### src/frps_timer.sv
// Purpose: package of the four-rail sequencer and its down-counting step/timeout timer
// Assumes: one clock at 25 MHz, synchronous active-high reset
// Notes:   counts are loaded from software-written registers in the top
//
// Summary of operation
// act only on up rise, down fall
// up edge: first enable after step delay
// rail good: next enable after step delay
// rail off: lower enable drops after delay
// one step delay, 0.25 to 25 ms
// rail late: reverse power-down from below
// down edge: fourth enable low, then descend
// no regulation timeout during power-down
// last rail good plus delay: both flags
// done clears after rail one off, delay
// power good drops at once on down
// unused channels skip their step delay
// controller waits 2.8 ms after lockout exit
// lockout holds enables and flags low
// controller ties up and down together
// ascending up, descending down
// disabled channel disables all higher ones
// after lockout, wait for up rise
// one clock, counts from configuration registers
`timescale 1ns/1ps
`default_nettype none

package frps_pkg;
  // ----------------------------------------------------------------
  // timing
  // ----------------------------------------------------------------
  localparam int NCH          = 4;
  localparam int CW           = 20;
  localparam int IW           = 2;
  localparam int CLK_MHZ      = 25;
  localparam int STEP_MIN_US  = 250;
  localparam int STEP_MAX_US  = 25000;
  localparam int TMO_DEF_US   = 25000;
  localparam int STEP_MIN_CYC = STEP_MIN_US * CLK_MHZ;
  localparam int STEP_MAX_CYC = STEP_MAX_US * CLK_MHZ;
  localparam int TMO_DEF_CYC  = TMO_DEF_US * CLK_MHZ;
  localparam int TMO_MIN_CYC  = 1;

  // ----------------------------------------------------------------
  // register map (byte addresses)
  // ----------------------------------------------------------------
  localparam logic [3:0] ADDR_STEP = 4'h0;
  localparam logic [3:0] ADDR_TMO  = 4'h4;
  localparam logic [3:0] ADDR_STAT = 4'h8;
  localparam int STAT_DONE  = 4;
  localparam int STAT_PG    = 5;
  localparam int STAT_IDX   = 8;
  localparam int STAT_LAST  = 12;
  localparam int STAT_STATE = 16;

  typedef enum logic [7:0] {
    ST_WAIT_UP = 8'h01,
    ST_UP_DLY  = 8'h02,
    ST_UP_REG  = 8'h04,
    ST_UP_FIN  = 8'h08,
    ST_ON      = 8'h10,
    ST_DN_DLY  = 8'h20,
    ST_DN_WAIT = 8'h40,
    ST_DN_FIN  = 8'h80
  } frps_state_t;

  typedef struct packed {
    frps_state_t     state;
    logic [IW-1:0]   idx;
    logic [IW-1:0]   last;
    logic [NCH-1:0]  en;
    logic            done;
    logic            pg;
    logic            up_q;
    logic            dn_q;
    logic [CW-1:0]   step;
    logic [CW-1:0]   tmo;
    logic            wait_r;
    logic [31:0]     rdata;
  } frps_regs_t;

  typedef struct packed {
    logic [CW-1:0] cnt;
    logic          busy;
  } frps_tmr_t;
endpackage

module frps_timer
  import frps_pkg::*;
(
  input  wire logic          clk,
  input  wire logic          rst,
  input  wire logic          load,
  input  wire logic          stop,
  input  wire logic [CW-1:0] value,
  output logic               expired,
  output logic               busy
);
  localparam logic [CW-1:0] CNT_ONE = 20'h00001;

  frps_tmr_t t_r;
  frps_tmr_t t_nxt;

  assign expired = t_r.busy && (t_r.cnt == CNT_ONE);
  assign busy    = t_r.busy;

  // load wins over stop so a restart in the stopping cycle is kept
  always_comb begin
    t_nxt = t_r;
    if (load) begin
      t_nxt.cnt  = value;
      t_nxt.busy = 1'b1;
    end else if (stop || expired) begin
      t_nxt.busy = 1'b0;
    end else if (t_r.busy) begin
      t_nxt.cnt = t_r.cnt - CNT_ONE;
    end
  end

  always_ff @(posedge clk) begin
    if (rst) begin
      t_r <= '0;
    end else begin
      t_r <= t_nxt;
    end
  end
endmodule

`default_nettype wire

### src/frps_top.sv
// Purpose: four-rail power sequencer control with Avalon-MM configuration
// Assumes: pins synchronous to clk; disabled-channel straps steady while sequencing
// Notes:   step delay and regulation timeout are cycle counts in registers
`default_nettype none
`timescale 1ns/1ps

module frps_top
  import frps_pkg::*;
#(
  parameter logic [CW-1:0] STEP_MIN = CW'(STEP_MIN_CYC),
  parameter logic [CW-1:0] STEP_MAX = CW'(STEP_MAX_CYC),
  parameter logic [CW-1:0] TMO_DEF  = CW'(TMO_DEF_CYC)
)
(
  input  wire logic           clk,
  input  wire logic           rst,
  input  wire logic           supply_lockout,
  input  wire logic           up_in,
  input  wire logic           down_n_in,
  input  wire logic [NCH-1:0] rail_sense_in,
  input  wire logic [NCH-1:0] rail_unused_in,
  output logic      [NCH-1:0] rail_enable_out,
  output logic                sequence_complete_flag,
  output logic                power_good_flag,
  input  wire logic [3:0]     avs_address,
  input  wire logic           avs_read,
  input  wire logic           avs_write,
  input  wire logic [31:0]    avs_writedata,
  output logic      [31:0]    avs_readdata,
  output logic                avs_waitrequest
);
  localparam logic [IW-1:0] IDX_ZERO = 2'h0;
  localparam logic [IW-1:0] IDX_ONE  = 2'h1;
  localparam logic [IW-1:0] IDX_TOP  = IW'(NCH - 1);

  frps_regs_t       s_r;
  frps_regs_t       s_nxt;
  logic             dly_load;
  logic             dly_stop;
  logic             dly_exp;
  logic             tmo_load;
  logic             tmo_stop;
  logic             tmo_exp;
  logic             tmo_busy;
  logic             up_rise;
  logic             dn_fall;
  logic [NCH-1:0]   off_chain;
  logic [NCH-1:0]   used_now;
  logic [NCH-1:0]   used_mask;
  logic [IW-1:0]    last_now;
  logic [31:0]      stat;

  // ----------------------------------------------------------------
  // timers
  // ----------------------------------------------------------------
  frps_timer u_step (
    .clk     (clk),
    .rst     (rst),
    .load    (dly_load),
    .stop    (dly_stop),
    .value   (s_r.step),
    .expired (dly_exp),
    .busy    ()
  );

  frps_timer u_tmo (
    .clk     (clk),
    .rst     (rst),
    .load    (tmo_load),
    .stop    (tmo_stop),
    .value   (s_r.tmo),
    .expired (tmo_exp),
    .busy    (tmo_busy)
  );

  // ----------------------------------------------------------------
  // channel use: a disabled channel takes every higher one with it
  // ----------------------------------------------------------------
  assign off_chain[0] = 1'b0;
  assign used_now[0]  = 1'b1;
  genvar g;
  generate
    for (g = 1; g < NCH; g++) begin : g_chan
      assign off_chain[g] = off_chain[g-1] | rail_unused_in[g];
      assign used_now[g]  = ~off_chain[g];
      assign used_mask[g] = (IW'(g) <= s_r.last);
    end
  endgenerate
  assign used_mask[0] = 1'b1;

  always_comb begin
    last_now = IDX_ZERO;
    for (int i = 1; i < NCH; i++) begin
      if (used_now[i]) begin
        last_now = IW'(i);
      end
    end
  end

  assign up_rise = up_in & ~s_r.up_q;
  assign dn_fall = ~down_n_in & s_r.dn_q;

  always_comb begin
    stat = '0;
    stat[NCH-1:0] = s_r.en;
    stat[STAT_DONE] = s_r.done;
    stat[STAT_PG] = s_r.pg;
    stat[STAT_IDX +: IW] = s_r.idx;
    stat[STAT_LAST +: IW] = s_r.last;
    stat[STAT_STATE +: 8] = s_r.state;
  end

  // ----------------------------------------------------------------
  // next state
  // ----------------------------------------------------------------
  always_comb begin
    s_nxt = s_r;
    dly_load = 1'b0;
    dly_stop = 1'b0;
    tmo_load = 1'b0;
    tmo_stop = 1'b0;
    s_nxt.up_q = up_in;
    s_nxt.dn_q = down_n_in;

    // bus slave: one wait state, writes land at the accepting edge
    s_nxt.wait_r = !((avs_read || avs_write) && s_r.wait_r);
    if (avs_read && s_r.wait_r) begin
      case (avs_address)
        ADDR_STEP: s_nxt.rdata = 32'(s_r.step);
        ADDR_TMO:  s_nxt.rdata = 32'(s_r.tmo);
        ADDR_STAT: s_nxt.rdata = stat;
        default:   s_nxt.rdata = 32'h00000000;
      endcase
    end
    if (avs_write && !s_r.wait_r) begin
      case (avs_address)
        ADDR_STEP: begin
          if (avs_writedata < 32'(STEP_MIN)) begin
            s_nxt.step = STEP_MIN;
          end else if (avs_writedata > 32'(STEP_MAX)) begin
            s_nxt.step = STEP_MAX;
          end else begin
            s_nxt.step = avs_writedata[CW-1:0];
          end
        end
        ADDR_TMO: begin
          if (avs_writedata < 32'(TMO_MIN_CYC)) begin
            s_nxt.tmo = CW'(TMO_MIN_CYC);
          end else if (avs_writedata > 32'(STEP_MAX)) begin
            s_nxt.tmo = STEP_MAX;
          end else begin
            s_nxt.tmo = avs_writedata[CW-1:0];
          end
        end
        default: begin
        end
      endcase
    end

    case (s_r.state)
      ST_WAIT_UP: begin
        s_nxt.last = last_now;
        if (up_rise) begin
          s_nxt.idx = IDX_ZERO;
          dly_load = 1'b1;
          s_nxt.state = ST_UP_DLY;
        end
      end
      ST_UP_DLY: begin
        if (dn_fall) begin
          s_nxt.pg = 1'b0;
          dly_stop = 1'b1;
          if (s_r.idx == IDX_ZERO) begin
            s_nxt.state = ST_WAIT_UP;
          end else begin
            s_nxt.idx = s_r.idx - IDX_ONE;
            dly_load = 1'b1;
            s_nxt.state = ST_DN_DLY;
          end
        end else if (dly_exp) begin
          s_nxt.en[s_r.idx] = 1'b1;
          tmo_load = 1'b1;
          s_nxt.state = ST_UP_REG;
        end
      end
      ST_UP_REG: begin
        if (dn_fall) begin
          s_nxt.pg = 1'b0;
          tmo_stop = 1'b1;
          dly_load = 1'b1;
          s_nxt.state = ST_DN_DLY;
        end else if (rail_sense_in[s_r.idx]) begin
          tmo_stop = 1'b1;
          if (s_r.idx != s_r.last) begin
            s_nxt.idx = s_r.idx + IDX_ONE;
            dly_load = 1'b1;
            s_nxt.state = ST_UP_DLY;
          end else if (s_r.last == IDX_TOP) begin
            dly_load = 1'b1;
            s_nxt.state = ST_UP_FIN;
          end else begin
            s_nxt.done = 1'b1;
            s_nxt.pg = 1'b1;
            s_nxt.state = ST_ON;
          end
        end else if (tmo_exp) begin
          // a late rail is switched off and the chain unwinds below it
          s_nxt.en[s_r.idx] = 1'b0;
          if (s_r.idx == IDX_ZERO) begin
            s_nxt.state = ST_WAIT_UP;
          end else begin
            s_nxt.idx = s_r.idx - IDX_ONE;
            dly_load = 1'b1;
            s_nxt.state = ST_DN_DLY;
          end
        end
      end
      ST_UP_FIN: begin
        if (dn_fall) begin
          dly_load = 1'b1;
          s_nxt.state = ST_DN_DLY;
        end else if (dly_exp) begin
          s_nxt.done = 1'b1;
          s_nxt.pg = 1'b1;
          s_nxt.state = ST_ON;
        end
      end
      ST_ON: begin
        if (dn_fall) begin
          s_nxt.pg = 1'b0;
          s_nxt.idx = s_r.last;
          if (s_r.last == IDX_TOP) begin
            dly_load = 1'b1;
            s_nxt.state = ST_DN_DLY;
          end else begin
            s_nxt.en[s_r.last] = 1'b0;
            s_nxt.state = ST_DN_WAIT;
          end
        end
      end
      ST_DN_DLY: begin
        tmo_stop = 1'b1;
        if (dly_exp) begin
          s_nxt.en[s_r.idx] = 1'b0;
          s_nxt.state = ST_DN_WAIT;
        end
      end
      ST_DN_WAIT: begin
        tmo_stop = 1'b1;
        if (!rail_sense_in[s_r.idx]) begin
          dly_load = 1'b1;
          if (s_r.idx == IDX_ZERO) begin
            s_nxt.state = ST_DN_FIN;
          end else begin
            s_nxt.idx = s_r.idx - IDX_ONE;
            s_nxt.state = ST_DN_DLY;
          end
        end
      end
      ST_DN_FIN: begin
        tmo_stop = 1'b1;
        if (dly_exp) begin
          s_nxt.done = 1'b0;
          s_nxt.state = ST_WAIT_UP;
        end
      end
      default: begin
        s_nxt.state = ST_WAIT_UP;
      end
    endcase

    // lockout overrides the sequence, enables and flags, not the bus; up history still tracks so a level
    // already high at release is not taken for an edge
    if (supply_lockout) begin
      s_nxt.state = ST_WAIT_UP;
      s_nxt.en = '0;
      s_nxt.done = 1'b0;
      s_nxt.pg = 1'b0;
      s_nxt.idx = IDX_ZERO;
      dly_load = 1'b0;
      tmo_load = 1'b0;
      dly_stop = 1'b1;
      tmo_stop = 1'b1;
    end
  end

  always_ff @(posedge clk) begin
    if (rst) begin
      s_r <= '{state: ST_WAIT_UP, idx: IDX_ZERO, last: IDX_ZERO, en: '0,
               done: 1'b0, pg: 1'b0, up_q: 1'b0, dn_q: 1'b0, step: STEP_MIN,
               tmo: TMO_DEF, wait_r: 1'b1, rdata: 32'h00000000};
    end else begin
      s_r <= s_nxt;
    end
  end

  assign rail_enable_out        = s_r.en;
  assign sequence_complete_flag = s_r.done;
  assign power_good_flag        = s_r.pg;
  assign avs_readdata           = s_r.rdata;
  assign avs_waitrequest        = s_r.wait_r;

  // ----------------------------------------------------------------
  // checks
  // ----------------------------------------------------------------
  logic done_cause;
  logic fin_exp;
  assign done_cause = (s_r.state == ST_UP_FIN && dly_exp)
                   || (s_r.state == ST_UP_REG && rail_sense_in[s_r.idx] && s_r.idx == s_r.last);
  assign fin_exp = (s_r.state == ST_DN_FIN) && dly_exp && !rail_sense_in[0];
endmodule

`default_nettype wire

### config.mk
export PLATFORM = sky130hd
export DESIGN_NAME = frps_top
export DESIGN_NICKNAME = d
export VERILOG_FILES = /design/src/frps_timer.sv /design/src/frps_top.sv
export SDC_FILE = /design/constraint.sdc
export NUM_CORES = 1
export LEC_CHECK = 0
export BUFFER_PORTS_ARGS = -buffer_cell sky130_fd_sc_hd__buf_4
export CAP_MARGIN = 20
export CORE_UTILIZATION = 40
export CTS_CLUSTER_DIAMETER = 150
export DETAILED_ROUTE_END_ITERATION = 6
export PLACE_DENSITY = 0.61
export SLEW_MARGIN = 20
export SYNTH_ARGS = -nofsm -noshare
export SYNTH_HDL_FRONTEND = slang
export SYNTH_SLANG_ARGS = --single-unit
### constraint.sdc
create_clock -name clk -period 2.55 [get_ports clk]
set_input_delay 0.255 -clock clk [delete_from_list [all_inputs] [get_ports clk]]
set_output_delay 0.255 -clock clk [all_outputs]
set_load 0.02 [all_outputs]
==> impl_summary.txt <==
----------------------------------------------------
[Route]
  Via count normalized by instance count ... about 6
  Number of violations reported at the end of detailed-routing iteration 0 ... 695
  Total via count in the routed design ... 6931
  Total length of routed wires ... 22.74 mm
  Drt drc ... 2
  Routed wirelength normalized by instance count ... 19.53 µm
  ANT nets after route ... 0
  Number of optimization iterations in the first detailed-route pass ... 7

[GRT]
  Number of antenna violations at the first check in global routing ... 0
  Vias in the first global route ... between 6k and 7k
  Total GRT Usage ... around a quarter
  Global-route wire length before repair ... around 35 mm
  Grt ovf ... 0
  Largest net degree at the start of global routing ... ~40

[Clock network]
  Maximum clock path buffer count ... 2
  CTS tree ... done
  Clock Tree Root ... sky130_fd_sc_hd__clkbuf_16
  TritonCTS buffer count ... 17
  Clock H-tree levels ... 4
  Number of hold buffers added after CTS ... 0
  Clock Sink Count ... between 100 and 150
  Clock-pin slew on the worst setup and hold paths ... 0.06 ns
  Source-to-sink clock delay at the later pin of the worst-skew pair ... about 0.43 ns

[Finish]
  Total of fill cells in the finished design ... between 1.5k and 2k
  Multi-input combinational cell area ... about 0.0040 mm²
  Share of the core filled with cells ... a little over half
  Fraction of layout instances using a drive strength above 1 ... about a quarter
  Diode count ... 0
  Commonest non-fill, non-tap cell in the layout ... sky130_fd_sc_hd__buf_4
  Total Nets Final ... 992
  Area added between synthesis and finish ... 26.09%
  Highest-count cells in the layout ignoring fill and taps ... sky130_fd_sc_hd__buf_4 (160), sky130_fd_sc_hd__dfxtp_1 (126), sky130_fd_sc_hd__nor2_1 (92)
  Summed area of non-filler cells in the final layout ... 0.008743 mm²
  Footprint of the flip-flops and latches ... between 0.002 and 0.003 mm²

[Pwr]
  Maximum VDD drop ... ~0.5 mV
  Power per cell area ... between 500 and 600 mW/mm²
  Leak Pwr ... about 3.5 nW

[STA]
  Max transition margin ... a little over a third
  Worst-Margin Slew ... between 0.9 and 1 ns
  Final hold violation count ... 0
  Setup violation total in the final timing report ... 0
  Final worst clock skew ... 0.009971 ns
  Aggregate negative setup slack ... 0 ns
  Worst hold margin ... around 0.054 ns
  Least setup slack across all paths after layout ... around 0.0066 ns
  Pins over their slew limit ... 0
  Fraction of the cycle the final worst path needs ... about 100%
  Time the worst path needs with I/O delays and setup ... 2.543 ns
  Max Clock Freq ... about 390 MHz
  Setup repair after global routing missed its margin ... true

[Yosys]
  Average instance area after synthesis ... ~8.3 µm²
  Portion of the post-synthesis area used by sequential elements ... a little over a third
  Number of synthesized flops with an enable pin ... 0
  Post-synth design cell area ... 0.006934 mm²
  Synth Register Bits ... approximately 130
  Yosys warning total ... 0
  Count of mapped cells out of synthesis ... between 800 and 900
  Share of async-settable or async-resettable flops after synthesis ... 0%
  Yosys cell types ... between 60 and 70
  Predominant post-synthesis flop cell ... sky130_fd_sc_hd__dfxtp_1

[Floorplanning]
  Std-Cell Rows ... 47
  Horiz. Die Dim ... approximately 130 µm
  Initial Util ... between 40% and 50%
  Placeable core region ... ~0.017 mm²
  Overall die area ... about 0.018 mm²
  I/O pin count ... 90
  Die Y-Extent ... about 130 µm

[Run status]
  Violations in the final reports ... DRC
  Run status ... finished with violations

[Worst setup path]
  Worst stage delay on the critical path ... between 0.5 and 0.6 ns
  Cells traversed along the worst timing path ... or4_4 > or2_4 > or4_4 > a221oi_4 > a31oi_1 > a211oi_1
  Largest fanout on the critical path ... 7
  Kind of start point of the critical path ... register
  Number of cells on the critical path ... 6
  Most used cell, CP ... sky130_fd_sc_hd__or4_4
  Depth of the worst register-to-register path ... 6
  Start-to-end type of the worst setup path ... reg -> reg
  Number of buffers and inverters on the critical path ... 0
  CP Data Required Time ... about 2.9 ns
  Largest delay share family, worst path ... simple AND/OR/NAND/NOR gates
  Endpoint kind of the worst setup timing path ... register
  Critical path data arrival time ... 2.88 ns
  Critical Path Slowest Stage Cell ... sky130_fd_sc_hd__or4_4

[Placement]
  Cell area after placement ... about 0.008 mm²
  DP Worst Slack ... -0.01889 ns
  GP Congestion ... 0.9257
  Count of input and output buffers ... 80
  DPL Wire Length ... about 17 mm

[Job]
  MaxCap Viol Count ... 0

[Worst hold path]
  Worst min path class ... in -> reg
  Number of instances on the worst hold path ... 2

----------------------------------------------------
[cell usage after synthesis (5+ instances only)]
cell type / number / share of area, %
sky130_fd_sc_hd__or4_1: 12 / 1.3
sky130_fd_sc_hd__nand2b_1: 8 / 0.72
sky130_fd_sc_hd__nor4b_1: 11 / 1.4
sky130_fd_sc_hd__or3_1: 10 / 0.90
sky130_fd_sc_hd__nand3_1: 17 / 1.2
sky130_fd_sc_hd__nor2_1: 92 / 5.0
sky130_fd_sc_hd__inv_1: 18 / 0.97
sky130_fd_sc_hd__dfxtp_1: 127 / 37
sky130_fd_sc_hd__xor2_1: 5 / 0.63
sky130_fd_sc_hd__nand4_1: 12 / 1.1
sky130_fd_sc_hd__nand2_1: 51 / 2.8
sky130_fd_sc_hd__buf_4: 36 / 3.9
sky130_fd_sc_hd__and3_1: 6 / 0.54
sky130_fd_sc_hd__a31oi_1: 7 / 0.63
sky130_fd_sc_hd__a21o_1: 6 / 0.65
sky130_fd_sc_hd__a222oi_1: 15 / 2.2
sky130_fd_sc_hd__nor2b_1: 6 / 0.54
sky130_fd_sc_hd__a211oi_1: 40 / 4.3
sky130_fd_sc_hd__xnor2_1: 36 / 4.5
sky130_fd_sc_hd__o21ai_0: 15 / 1.1
sky130_fd_sc_hd__a21oi_1: 64 / 4.6
sky130_fd_sc_hd__a22oi_1: 6 / 0.65
sky130_fd_sc_hd__nor4_1: 29 / 2.6
sky130_fd_sc_hd__ha_1: 10 / 1.8
sky130_fd_sc_hd__o211ai_1: 6 / 0.65
sky130_fd_sc_hd__nor3_1: 31 / 2.2
sky130_fd_sc_hd__a22o_1: 22 / 2.8
sky130_fd_sc_hd__clkbuf_1: 53 / 2.9
[metal layers]
metal,vias up,GRT usage [%],wire [µm]
met2,305,37.36,9724
met1,3333,38.41,10790
met3,25,3.539,1774
li1,3268,-,-
met5,-,0,0
met4,0,8.523,448
[report_power, final]
| part | internal, mW | switching, mW |
|---|---|---|
| Sequential | 2.02 | 0.0365 |
| Combinational | 0.260 | 0.318 |
| Clock | 1.68 | 0.896 |
[logic make-up after synthesis]
family,after synthesis,share of synthesized area (%)
and+or+nand+nor,319,24.81
AOI/OAI and AO/OA,221,22.75
DFF,127,36.67
buffers and inverters,109,7.975
xor gates and xnor gates,41,5.179
adders and majority gates,10,1.804
muxes,4,0.7578
other,1,0.05408
[cell type report]
type	instances	share of cell area, %
Multi-Input combinational cell	603	45.36
Clock buffer	22	5.309
Clock inverter	10	1.832
Sequential cell	127	29.09
Tap cell	220	3.148
Timing Repair Buffer	164	14.48
Inverter	18	0.7728
[path summary, 6_finish.rpt]
| kind | start | to | slack, ns |
|---|---|---|---|
| max | u_step.t_r[3]$_SDFFE_PP0P_ | rail_enable_out[3]$_SDFFE_PP0P_ | 0.007 |
| min | avs_write | avs_waitrequest$_SDFF_PP1_ | 0.05 |
| max reg2reg | u_step.t_r[3]$_SDFFE_PP0P_ | rail_enable_out[3]$_SDFFE_PP0P_ | 0.007 |
| min reg2reg | avs_readdata[21]$_SDFFE_PP0P_ | avs_readdata[21]$_SDFFE_PP0P_ | 0.45 |
[timing repair]
item,in CTS,in global routing
gates cloned,0,1
pin swaps,10,7
setup buffers,2,1
endpoints found under the setup margin,4,27
resized for setup,1,14
[flip-flops by register name, summed over array words and instances, names as in the netlist]
name / cells
u_step.busy: 1
rail_enable_out: 4
avs_waitrequest: 1
sequence_complete_flag: 1
u_tmo.t_r: 20
u_tmo.busy: 1
power_good_flag: 1
s_r: 54
avs_readdata: 24
u_step.t_r: 20
[through the flow]
| stage | cells | power (mW) |
|---|---|---|
| after CTS | 1162 | 5.236 |
| final | 1164 | 5.218 |
| after floorplan | 839 | 2.407 |
| after detailed placement | 1128 | 2.656 |
| after global routing | 1164 | 5.378 |
| after global placement | 1128 | 2.651 |
[worst register-to-register path, cell delays in order, from the launching register on]
cell and delay (ns):
sky130_fd_sc_hd__dfxtp_1 0.31, sky130_fd_sc_hd__or4_4 0.53, sky130_fd_sc_hd__or2_4 0.29, sky130_fd_sc_hd__or4_4 0.58, sky130_fd_sc_hd__a221oi_4 0.41, sky130_fd_sc_hd__a31oi_1 0.14
sky130_fd_sc_hd__a211oi_1 0.20
(Power assumes the default switching activity.)
